`src/hdl/rtc_params.svh`:
```
`ifndef RTC_PARAMS_SVH
`define RTC_PARAMS_SVH
// ----------------------------------------
// register offsets
// ----------------------------------------
`define RTC_ADDR_CONFIG 8'ha1
`define RTC_ADDR_CENTI 8'ha2
`define RTC_ADDR_SEC 8'ha3
`define RTC_ADDR_MIN 8'ha4
`define RTC_ADDR_HOUR 8'ha5
`define RTC_ADDR_INTERVAL_COMPARE 8'ha6
`define RTC_ADDR_KEY 8'hc1
`define RTC_ADDR_POWER 8'hc5
`define RTC_ADDR_NOMTRIM 8'hf6
`define RTC_ADDR_THERMTRIM 8'hf7
`define RTC_ADDR_PINCFG 8'hff
// ----------------------------------------
// keys, fields, reset values
// ----------------------------------------
`define RTC_KEY_POWER 8'ha7
`define RTC_KEY_TIME 8'hea
`define RTC_RST_BYTE 8'h00
`define RTC_CFG_INTERVAL_ENABLE 0
`define RTC_CFG_SIT 1
`define RTC_CFG_ITS 3:2
`define RTC_CFG_HFMT 4
`define RTC_CFG_ALARM 5
`define RTC_CFG_MIDNIGHT 6
`define RTC_PIN_CALEN 7
`define RTC_PIN_FSEL 6:5
// ----------------------------------------
// timing
// ----------------------------------------
`define RTC_XTAL_HZ 32'h00008000
`define RTC_CENTI_INC_NORMAL 17'h00064
`define RTC_CENTI_INC_FAST 17'h030d4
`define RTC_ACC_WRAP 17'h08000
`define RTC_TRIM_LIMIT 9'sh07c
`define RTC_COMP_WINDOW 32'h000f4000
`endif

```
`src/hdl/rtc_pkg.sv`:
```
package rtc_pkg;
   typedef enum logic [1:0] {BASE_128HZ, BASE_SEC, BASE_MIN, BASE_HOUR} its_e;
   typedef enum logic [1:0] {CAL_1HZ, CAL_512HZ, CAL_500HZ, CAL_16K} cal_sel_e;
endpackage : rtc_pkg

```
`src/hdl/rtc_timekeeping_calibration.sv`:
```
`timescale 1ns/1ps
`include "rtc_params.svh"
module rtc_timekeeping_calibration #(
   parameter int COMP_WINDOW = `RTC_COMP_WINDOW
) (
   input wire logic clk,
   input wire logic rst_b,
   input wire logic por_b,
   input wire logic xtal_in,
   input wire logic [7:0] sfr_addr,
   input wire logic sfr_wr,
   input wire logic [7:0] sfr_wdata,
   input wire logic sfr_rd,
   output logic [7:0] sfr_rdata,
   input wire logic clock_irq_enable,
   input wire logic irq_ack,
   input wire logic deep_sleep_mode,
   output logic irq_req,
   output logic wake_req,
   output logic power_ctrl_we,
   output logic [7:0] power_ctrl_data,
   output logic cal_pin_out,
   output logic cal_pin_oe
);
   if (COMP_WINDOW < 512 || COMP_WINDOW > 1048575)
      $error("COMP_WINDOW out of range");
   // ----------------------------------------
   // crystal input: two-flop sync, then edge
   // ----------------------------------------
   logic xs1_reg, xs2_reg, xs3_reg;
   always_ff @(posedge clk or negedge rst_b)
   begin
      if (!rst_b)
      begin
         xs1_reg <= 1'b0;
         xs2_reg <= 1'b0;
         xs3_reg <= 1'b0;
      end
      else
      begin
         xs1_reg <= xtal_in;
         xs2_reg <= xs1_reg;
         xs3_reg <= xs2_reg;
      end
   end
   logic xt_tick;
   assign xt_tick = xs2_reg & ~xs3_reg;
   // ----------------------------------------
   // trims survive warm reset
   // ----------------------------------------
   logic [7:0] nom_trim_reg, therm_trim_reg, nom_trim_next, therm_trim_next;
   always_comb
   begin
      nom_trim_next = nom_trim_reg;
      therm_trim_next = therm_trim_reg;
      if (sfr_wr && sfr_addr == `RTC_ADDR_NOMTRIM)
         nom_trim_next = sfr_wdata;
      if (sfr_wr && sfr_addr == `RTC_ADDR_THERMTRIM)
         therm_trim_next = sfr_wdata;
   end
   always_ff @(posedge clk or negedge por_b)
   begin
      if (!por_b)
      begin
         nom_trim_reg <= `RTC_RST_BYTE;
         therm_trim_reg <= `RTC_RST_BYTE;
      end
      else
      begin
         nom_trim_reg <= nom_trim_next;
         therm_trim_reg <= therm_trim_next;
      end
   end
   // ----------------------------------------
   // main state
   // ----------------------------------------
   logic [7:0] key_reg, key_next, cfg_sh_reg, cfg_sh_next, cfg_reg, cfg_next;
   logic [7:0] ival_sh_reg, ival_sh_next, ival_reg, ival_next, pin_reg, pin_next;
   logic [7:0] centi_reg, centi_next, sec_reg, sec_next, min_reg, min_next;
   logic [7:0] hour_reg, hour_next, icnt_reg, icnt_next, rdata_next;
   logic [7:0] div_reg, div_next;
   logic held_reg, held_next, midn_reg, midn_next, alarm_reg, alarm_next;
   logic pend_reg, pend_next, wake_next, irq_next, add_reg, add_next;
   logic pwe_next, cal_reg, cal_next, oe_next;
   logic [19:0] win_reg, win_next;
   logic [8:0] left_reg, left_next, mag2;
   logic [16:0] acc_reg, acc_next, acc_sum;
   logic [15:0] cacc_reg, cacc_next;
   logic [16:0] cal_sum;
   logic signed [8:0] trim_sum, trim_lim;
   logic time_ok, comp_tick, tick128, centi_tick, sec_c, min_c, hour_c, ipulse, fast;
   logic midn_ev, alarm_ev;
   logic [15:0] cal_inc;
   always_comb
   begin
      key_next = key_reg;
      cfg_sh_next = cfg_sh_reg;
      cfg_next = cfg_reg;
      ival_sh_next = ival_sh_reg;
      ival_next = ival_reg;
      pin_next = pin_reg;
      pwe_next = 1'b0;
      time_ok = key_reg == `RTC_KEY_TIME;
      if (sfr_wr)
      begin
         unique case (sfr_addr)
            `RTC_ADDR_KEY: key_next = sfr_wdata;
            `RTC_ADDR_CONFIG: cfg_sh_next = sfr_wdata;
            `RTC_ADDR_INTERVAL_COMPARE: ival_sh_next = sfr_wdata;
            `RTC_ADDR_POWER: pwe_next = key_reg == `RTC_KEY_POWER;
            `RTC_ADDR_PINCFG: if (time_ok) pin_next = sfr_wdata;
            default: ;
         endcase
      end
      // compensation: sum the trims, clamp, add or drop 2*|sum| pulses at the start of each window
      trim_sum = 9'($signed(nom_trim_reg)) + 9'($signed(therm_trim_reg));
      trim_lim = trim_sum > `RTC_TRIM_LIMIT ? `RTC_TRIM_LIMIT :
                 trim_sum < -`RTC_TRIM_LIMIT ? -`RTC_TRIM_LIMIT : trim_sum;
      mag2 = trim_lim[8] ? 9'((-trim_lim) << 1) : 9'(trim_lim << 1);
      win_next = win_reg;
      left_next = left_reg;
      add_next = 1'b0;
      comp_tick = add_reg;
      if (xt_tick)
      begin
         comp_tick = ~(trim_lim[8] && left_reg != 9'h000);
         add_next = ~trim_lim[8] && left_reg != 9'h000;
         if (left_reg != 9'h000)
            left_next = left_reg - 9'h001;
         if (win_reg == 20'(COMP_WINDOW - 1))
         begin
            win_next = 20'h00000;
            left_next = mag2;
         end
         else
            win_next = win_reg + 20'h00001;
      end
      // 128 Hz sync tick
      div_next = comp_tick ? div_reg + 8'h01 : div_reg;
      tick128 = comp_tick && div_reg == 8'hff;
      if (tick128)
      begin
         cfg_next[4:0] = cfg_sh_reg[4:0];
         ival_next = ival_sh_reg;
      end
      // time counters
      fast = pin_reg[6] && !deep_sleep_mode;
      acc_sum = acc_reg + (fast ? `RTC_CENTI_INC_FAST : `RTC_CENTI_INC_NORMAL);
      acc_next = acc_reg;
      centi_tick = 1'b0;
      if (comp_tick)
      begin
         centi_tick = acc_sum >= `RTC_ACC_WRAP;
         acc_next = centi_tick ? acc_sum - `RTC_ACC_WRAP : acc_sum;
      end
      sec_c = centi_tick && centi_reg == 8'h63;
      min_c = sec_c && sec_reg == 8'h3b;
      hour_c = min_c && min_reg == 8'h3b;
      midn_ev = hour_c && hour_reg == (cfg_reg[`RTC_CFG_HFMT] ? 8'hff : 8'h17);
      centi_next = centi_tick ? (sec_c ? 8'h00 : centi_reg + 8'h01) : centi_reg;
      sec_next = sec_c ? (min_c ? 8'h00 : sec_reg + 8'h01) : sec_reg;
      min_next = min_c ? (hour_c ? 8'h00 : min_reg + 8'h01) : min_reg;
      hour_next = hour_c ? (midn_ev ? 8'h00 : hour_reg + 8'h01) : hour_reg;
      if (sfr_wr && time_ok)
      begin
         if (sfr_addr == `RTC_ADDR_CENTI) centi_next = sfr_wdata;
         if (sfr_addr == `RTC_ADDR_SEC) sec_next = sfr_wdata;
         if (sfr_addr == `RTC_ADDR_MIN) min_next = sfr_wdata;
         if (sfr_addr == `RTC_ADDR_HOUR) hour_next = sfr_wdata;
      end
      // interval timer
      unique case (rtc_pkg::its_e'(cfg_reg[`RTC_CFG_ITS]))
         rtc_pkg::BASE_128HZ: ipulse = tick128;
         rtc_pkg::BASE_SEC: ipulse = sec_c;
         rtc_pkg::BASE_MIN: ipulse = min_c;
         rtc_pkg::BASE_HOUR: ipulse = hour_c;
      endcase
      icnt_next = icnt_reg;
      held_next = held_reg;
      alarm_ev = 1'b0;
      if (!cfg_reg[`RTC_CFG_INTERVAL_ENABLE])
      begin
         icnt_next = 8'h00;
         held_next = 1'b0;
      end
      else if (ipulse && !held_reg)
      begin
         alarm_ev = icnt_reg + 8'h01 == ival_reg;
         icnt_next = alarm_ev ? 8'h00 : icnt_reg + 8'h01;
         held_next = alarm_ev && cfg_reg[`RTC_CFG_SIT];
      end
      // flags: software clears by writing zero, a new event wins
      midn_next = midn_reg;
      alarm_next = alarm_reg;
      if (sfr_wr && sfr_addr == `RTC_ADDR_CONFIG)
      begin
         midn_next = midn_reg & sfr_wdata[`RTC_CFG_MIDNIGHT];
         alarm_next = alarm_reg & sfr_wdata[`RTC_CFG_ALARM];
      end
      midn_next = midn_next | midn_ev;
      alarm_next = alarm_next | alarm_ev;
      pend_next = midn_ev || alarm_ev || (pend_reg && !irq_ack);
      irq_next = pend_next && clock_irq_enable;
      wake_next = deep_sleep_mode && pend_next;
      // calibration output: phase accumulator toggles the pin
      unique case (rtc_pkg::cal_sel_e'(pin_reg[`RTC_PIN_FSEL]))
         rtc_pkg::CAL_1HZ: cal_inc = 16'h0002;
         rtc_pkg::CAL_512HZ: cal_inc = 16'h0400;
         rtc_pkg::CAL_500HZ: cal_inc = 16'h03e8;
         rtc_pkg::CAL_16K: cal_inc = 16'h8000;
      endcase
      cal_sum = {1'b0, cacc_reg} + {1'b0, cal_inc};
      cacc_next = cacc_reg;
      cal_next = cal_reg;
      if (comp_tick)
      begin
         cacc_next = {1'b0, cal_sum[14:0]};
         cal_next = cal_reg ^ (cal_sum[16:15] != 2'b00);
      end
      oe_next = pin_reg[`RTC_PIN_CALEN];
      rdata_next = sfr_rdata;
      if (sfr_rd)
      begin
         unique case (sfr_addr)
            `RTC_ADDR_CONFIG: rdata_next = {1'b0, midn_reg, alarm_reg, cfg_reg[4:0]};
            `RTC_ADDR_CENTI: rdata_next = centi_reg;
            `RTC_ADDR_SEC: rdata_next = sec_reg;
            `RTC_ADDR_MIN: rdata_next = min_reg;
            `RTC_ADDR_HOUR: rdata_next = hour_reg;
            `RTC_ADDR_INTERVAL_COMPARE: rdata_next = ival_reg;
            `RTC_ADDR_KEY: rdata_next = key_reg;
            `RTC_ADDR_NOMTRIM: rdata_next = nom_trim_reg;
            `RTC_ADDR_THERMTRIM: rdata_next = therm_trim_reg;
            `RTC_ADDR_PINCFG: rdata_next = pin_reg;
            default: rdata_next = 8'h00;
         endcase
      end
   end
   always_ff @(posedge clk or negedge rst_b)
   begin
      if (!rst_b)
      begin
         {key_reg, cfg_sh_reg, cfg_reg, ival_sh_reg, ival_reg, pin_reg} <= '0;
         {centi_reg, sec_reg, min_reg, hour_reg, icnt_reg, div_reg} <= '0;
         {held_reg, midn_reg, alarm_reg, pend_reg, add_reg, cal_reg} <= '0;
         {win_reg, left_reg, acc_reg, cacc_reg} <= '0;
         {sfr_rdata, irq_req, wake_req, power_ctrl_we, power_ctrl_data} <= '0;
         {cal_pin_out, cal_pin_oe} <= '0;
      end
      else
      begin
         key_reg <= key_next;
         cfg_sh_reg <= cfg_sh_next;
         cfg_reg <= cfg_next;
         ival_sh_reg <= ival_sh_next;
         ival_reg <= ival_next;
         pin_reg <= pin_next;
         centi_reg <= centi_next;
         sec_reg <= sec_next;
         min_reg <= min_next;
         hour_reg <= hour_next;
         icnt_reg <= icnt_next;
         div_reg <= div_next;
         held_reg <= held_next;
         midn_reg <= midn_next;
         alarm_reg <= alarm_next;
         pend_reg <= pend_next;
         add_reg <= add_next;
         cal_reg <= cal_next;
         win_reg <= win_next;
         left_reg <= left_next;
         acc_reg <= acc_next;
         cacc_reg <= cacc_next;
         sfr_rdata <= rdata_next;
         irq_req <= irq_next;
         wake_req <= wake_next;
         power_ctrl_we <= pwe_next;
         power_ctrl_data <= sfr_wdata;
         cal_pin_out <= cal_next & oe_next;
         cal_pin_oe <= oe_next;
      end
   end
endmodule : rtc_timekeeping_calibration

```
`config.mk`:
```
export PLATFORM = sky130hd
export DESIGN_NAME = rtc_timekeeping_calibration
export DESIGN_NICKNAME = d
export VERILOG_FILES = /design/src/hdl/rtc_pkg.sv /design/src/hdl/rtc_timekeeping_calibration.sv
export VERILOG_INCLUDE_DIRS = /design/src /design/src/hdl
export SDC_FILE = /design/constraint.sdc
export NUM_CORES = 1
export LEC_CHECK = 0
export ABC_AREA = 0
export BUFFER_PORTS_ARGS = -buffer_cell sky130_fd_sc_hd__clkbuf_2
export CORE_UTILIZATION = 56
export DETAILED_ROUTE_END_ITERATION = 10
export PLACE_DENSITY_LB_ADDON = 0.08
export SETUP_SLACK_MARGIN = 0.2
export SLEW_MARGIN = 25
export SYNTH_ARGS = -nofsm -noshare
export SYNTH_HDL_FRONTEND = slang
export SYNTH_SLANG_ARGS = --single-unit
```
`constraint.sdc`:
```
create_clock -name clk -period 3.9 [get_ports clk]
set_clock_uncertainty 0.05 [all_clocks]
set_input_delay 0.39 -clock clk [delete_from_list [all_inputs] [get_ports clk]]
set_output_delay 0.39 -clock clk [all_outputs]
set_load 0.005 [all_outputs]
```
After elaboration in Yosys (flattened, before gate mapping). Cells that the tools add are included.

Logic and storage cells: 162. Input port bits: 25. Output and inout port bits: 21. Register bits after elaboration: 197.

Reductions and logical operators: 32. Multiplexer cells: 43. Magnitude comparators: 3. $add $sub $neg: 13. Equal/unequal tests: 27. Bitwise gates (word level): 10.

Operators with widths (number): $mux 8 (20); $eq 8x8->1 const B (14); $pmux 8 s10 (1); $pmux 16 s4 (1); $add 8x1->8 const B (6); $mux 9 (5); $add 20x1->20 const B (1); $eq 20x20->1 const B (1); $mux 20 (1); $add 15x16->17 (1); $add 17x14->17 (1); $ge 17x16->1 const B (1); $logic_and 1x1->1 (17); $mux 17 (1); $sub 17x16->17 const B (1); $eq 8x6->1 const B (2); $eq 8x8->1 (2); $mux 14 (1); $mux 1 (12); $add 8x8->9 (1); $gt 9x8->1 const B (1); $lt 9x8->1 const B (1); $reduce_bool 9->1 (1); $sub 9x1->9 const B (1); other kinds (16) (34).

Logic depth before layout (Yosys ltp).
Depth after elaboration: 18. Mapped depth: 17. Mapped depth without buffers: 14.

Worst setup path before layout. OpenSTA, ideal clock, no wires.

Path kind: reg-to-reg. From: reg nom_trim_reg[0]. To: reg left_reg[5]. Path buffers: 0. Data required time: 3.746 ns. Clock period less this slack: 3.604 ns. Setup time: 0.104 ns. Setup slack: 0.296 ns. Arrival time: 3.450 ns. Stages on the path, launching flop included: 14. Cell sequence: dfrtp_1 > ha_1 > fa_1 > a211oi_1 > o21ai_1 > a2111oi_4 > a21oi_2 > a211oi_1 > o21ai_0 > ha_1 > a41oi_1 > nor2_1 > a311o_1 > o311ai_1.

Cells in the longest elaborated chain, start to end: 7. Elaborated cells between the ends (all ways): 8. Those cells by class: add/sub (2); order compare (2); mux (4).

RTL lines: from (decl) (line rtc_timekeeping_calibration.sv:51) `logic [7:0] nom_trim_reg, therm_trim_reg, nom_trim_next, therm_trim_next;`; from (signal assigned) (line rtc_timekeeping_calibration.sv:65) `` nom_trim_reg <= `RTC_RST_BYTE; ``; from (signal assigned) (line rtc_timekeeping_calibration.sv:70) `nom_trim_reg <= nom_trim_next;`; $add 8x8->9 (*) (line rtc_timekeeping_calibration.sv:116) `trim_sum = 9'($signed(nom_trim_reg)) + 9'($signed(therm_trim_reg));`; $lt 9x8->1 (no source line); $mux 9 (line rtc_timekeeping_calibration.sv:118) `` trim_sum < -`RTC_TRIM_LIMIT ? -`RTC_TRIM_LIMIT : trim_sum; ``; $mux 9 (*) (line rtc_timekeeping_calibration.sv:117) `` trim_lim = trim_sum > `RTC_TRIM_LIMIT ? `RTC_TRIM_LIMIT : ``; $neg 8->8 (line rtc_timekeeping_calibration.sv:119) `mag2 = trim_lim[8] ? 9'((-trim_lim) << 1) : 9'(trim_lim << 1);`; $mux 9 (*) (line rtc_timekeeping_calibration.sv:119); $mux 9 (*) (line rtc_timekeeping_calibration.sv:130) `if (win_reg == 20'(COMP_WINDOW - 1))`; to (signal assigned) (line rtc_timekeeping_calibration.sv:271) `left_reg <= left_next;`; to (decl) (line rtc_timekeeping_calibration.sv:86) `logic [8:0] left_reg, left_next, mag2;`.

Every way passes the cells marked *; elsewhere a longest branch is shown, timed or not. A chain may end at the register's enable or synchronous reset.

Worst setup path in the final report.
From: reg pin_reg[6]. To: reg hour_reg[4].

Cells in the longest elaborated chain, start to end: 13.

RTL lines: from (decl) (line rtc_timekeeping_calibration.sv:78) `logic [7:0] ival_sh_reg, ival_sh_next, ival_reg, ival_next, pin_reg, pin_next;`; from (signal assigned) (line rtc_timekeeping_calibration.sv:257) `pin_reg <= pin_next;`; $logic_and 1x1->1 (*) (line rtc_timekeeping_calibration.sv:147) `fast = pin_reg[6] && !deep_sleep_mode;`; $mux 14 (no source line) (*); $add 17x14->17 (*) (line rtc_timekeeping_calibration.sv:148) `` acc_sum = acc_reg + (fast ? `RTC_CENTI_INC_FAST : `RTC_CENTI_INC_NORMAL); ``; $ge 17x16->1 (no source line) (*); $mux 1 (*) (line rtc_timekeeping_calibration.sv:151) `if (comp_tick)`; $logic_and 1x1->1 (*) (line rtc_timekeeping_calibration.sv:156) `sec_c = centi_tick && centi_reg == 8'h63;`; $logic_and 1x1->1 (*) (line rtc_timekeeping_calibration.sv:157) `min_c = sec_c && sec_reg == 8'h3b;`; $logic_and 1x1->1 (*) (line rtc_timekeeping_calibration.sv:158) `hour_c = min_c && min_reg == 8'h3b;`; $logic_and 1x1->1 (line rtc_timekeeping_calibration.sv:159) `` midn_ev = hour_c && hour_reg == (cfg_reg[`RTC_CFG_HFMT] ? 8'hff : 8'h17); ``; $mux 8 (line rtc_timekeeping_calibration.sv:163) `hour_next = hour_c ? (midn_ev ? 8'h00 : hour_reg + 8'h01) : hour_reg;`; $mux 8 (*) (line rtc_timekeeping_calibration.sv:163); $mux 8 (line rtc_timekeeping_calibration.sv:169) `` if (sfr_addr == `RTC_ADDR_HOUR) hour_next = sfr_wdata; ``; $mux 8 (*) (line rtc_timekeeping_calibration.sv:164) `if (sfr_wr && time_ok)`; named net hour_next[4] (line rtc_timekeeping_calibration.sv:80) `logic [7:0] hour_reg, hour_next, icnt_reg, icnt_next, rdata_next;`; to (signal assigned) (line rtc_timekeeping_calibration.sv:261) `hour_reg <= hour_next;`; to (decl) (line rtc_timekeeping_calibration.sv:80).

Mark *: on every way through the listed nets, which the timed path passes. The rest lies on a longest branch.

==> metrics.txt <==
status finished, final reports clean; Endpoint, Worst Hold irq_req$_DFF_PN0_; DR WL/cell 19.2 um; Post-synth EDFFs 0; Area contributors post-synth dfrtp_1 (45%), mux2_2 (6.0%), nand2_1 (4.2%), ha_1 (3.9%), xnor2_1 (3.7%); max FFs per register 20; Synth Instances about 1100; clk_lat worst skew 0.44 ns; r2r worst-path depth 12; die area between 20000 and 25000 um^2; Synth warnings 0; H-Tree Depth 4; Hold Fails Final Rpt 0; CTS Buf Count 17; Post-DP HPWL 19.0 mm; Worst EP required 4.20 ns; Clock Sinks 194; vias 9085; Critical Path AT around 3.9 ns; Hold WC Path Type input pin to flip-flop; hold slack 0.110 ns; post-route antenna net violation count 0; DR DRC count 0; Max FO, Critical Path 10; Slew @ Worst Pin 0.907 ns; R2R Path End hour_reg[4]$_DFF_PN0_; Slew headroom 39.1%; setup_tns 0 ns; initial core utilization 57.7%; Setup crit end kind flip-flop; most numerous cell in the Yosys netlist dfrtp_1; area leader, netlist dfrtp_1; Seq cells post-synth 194; Leak Pwr 5.46 nW; RePlAce Congestion 0.936; IO Count 46; routed vias/inst 6.28; crit start category flip-flop; pin count of the biggest net entering global routing 117; die width 142 um; register area share after synthesis 44.5%; Hold Path Cell Cnt 2; # diodes 0; # setup viols final 0; clk slew on worst S/H paths 0.08 ns; Pre-antenna DRT Iters 6; P per Cell Area 427 nW/um^2; first-pass GRT wire length 44.7 mm; ys flop type dfrtp_1; PortBufs 45; CTS tree built; Post-CTS Setup Repair Bufs 0; final worst-path cycle share 91.1%; Synth top cells by count dfrtp_1 (194), nand2_1 (123), nor2_1 (83); initial DRC count 785; Netlist Area Pre-Place between 10000 and 15000 um^2; min-delay src clock_irq_enable; vias in the first global route approximately 8500; r2r startpoint pin_reg[6]$_DFFE_PN0P_; min Tclk post-route roughly 3.6 ns; NumNets Final between 1000 and 1500; syn_nets 1177; Slew Viols, Final 0; max_cap viols 0; root buffer cell clkbuf_16; final wirelength around 28 mm; internal reg-to-reg setup slack 0.35 ns; share of post-route cells with drive strength above 1 16.5%; Max IR drop VDD 0.000288 V; FFs w/ async S/R, synth 100%; Yosys top cell area share 44.5%; Mean Syn Cell Area 9.76 um^2; GRT Util Overall 28.5%; Die Y 142 um; # rows 50; initial antenna violation count 0; post-layout power ~5.2 mW; unrepaired setup endpoints after global routing yes; fmax around 280 MHz; area grow syn2layout 12.5%; library cells used by synthesis 81; total gr overflow 0; critical path class flip-flop to flip-flop; Clock Path Buffers 2; Core Area 18900 um^2
==> cell usage in the layout (no fill, tap or decap), types with 10 or more instances in the layout <==
cell,n
dfrtp_1,194
nand2_1,123
nor2_1,83
o21ai_0,63
mux2_2,58
xnor2_1,46
clkbuf_2,44
a21oi_1,39
nand3_1,37
ha_1,30
buf_4,27
xor2_1,26
a31oi_1,24
nor3_1,23
nand4_1,23
inv_1,20
and3_1,19
a221oi_1,18
clkbuf_16,17
and2_1,16
or3_1,16
nor2b_1,15
a22o_1,13
a21o_1,12
nor4_1,11
nand2b_1,10
o21ai_1,10
a22oi_1,10
==> where the power goes <==
part	total (mW)	leakage [nW]	internal [mW]	switching, mW
registers	2.44	2.60	2.20	0.249
logic	0.951	2.57	0.411	0.540
clock network	1.84	0.299	0.937	0.907
==> layer usage <==
layer  GRT usage [%]  part of all wire [%]  routed length [um]
met1            39.7                    45               12500
met2            45.1                    45               12600
met3            5.13                   6.4                1780
met4            9.28                   3.4                 949
met5               0                     0                   0
==> logic make-up (layout without fill, tap and decap cells) <==
kind of cell | after synthesis | count (layout) | share of synthesized area [%]
buf+inv | 62 | 129 | 2.40
simple gates | 416 | 416 | 19.2
xor+xnor | 73 | 73 | 5.86
compound gates | 271 | 273 | 17.2
fa+ha+maj | 35 | 35 | 4.09
mux | 66 | 66 | 6.73
flops | 194 | 194 | 44.5
==> area by class of cell <==
| cell class | count | area, um^2 |
|---|---|---|
| fillers | 1607 | 6630 |
| multi-input cells | 863 | 5880 |
| flip-flops and latches | 194 | 4850 |
| repair buffers | 76 | 494 |
| clock buffers | 17 | 425 |
| well taps | 260 | 325 |
| clock inverters | 15 | 205 |
| inverters | 21 | 78.8 |
==> worst max path at each step <==
stage / cells past startpoint / slack, ns / end / startpoint
after global placement: 13 / 0.26 / icnt_reg[2]$_DFFE_PN0P_ / deep_sleep_mode
after global routing: 14 / 0.17 / left_reg[7]$_DFFE_PN0P_ / nom_trim_reg[0]$_DFFE_PN0P_
after floorplan: 13 / 0.30 / left_reg[5]$_DFFE_PN0P_ / nom_trim_reg[0]$_DFFE_PN0P_
after CTS: 12 / 0.24 / hour_reg[4]$_DFF_PN0_ / pin_reg[6]$_DFFE_PN0P_
final: 12 / 0.35 / hour_reg[4]$_DFF_PN0_ / pin_reg[6]$_DFFE_PN0P_
after detailed placement: 13 / 0.13 / icnt_reg[3]$_DFFE_PN0P_ / deep_sleep_mode
==> worst max-delay path, cell delays in order (launching register included) <==
cell	delay, ns
dfrtp_1	0.37
nand2b_1	0.08
inv_1	0.18
ha_2	0.38
o21ai_1	0.14
o211ai_1	0.19
a311o_1	0.39
a32oi_1	0.23
o2111a_2	0.30
a21o_4	0.24
nand3_2	0.15
or4b_1	0.56
a31oi_1	0.20
==> per-stage QoR <==
stage	cell area, um^2	utilization, %	cells	worst slack, ns
after global placement	11500	60.8	1408	0.263
after global routing	12300	64.9	1446	0.171
final	12300	64.9	1446	0.348
after CTS	12100	64.3	1442	0.236
after floorplan	10900	-	1117	0.296
after detailed placement	11500	60.8	1408	0.134
==> what timing repair did <==
item	4_1_cts	5_1_grt
endpoints found under the hold margin	17	55
cloned	0	2
gates resized for setup	1	16
hold buffers	2	1
pin swaps	0	3
endpoints found under the setup margin	1	18
Note: power is estimated with default switching activity, not from simulation.
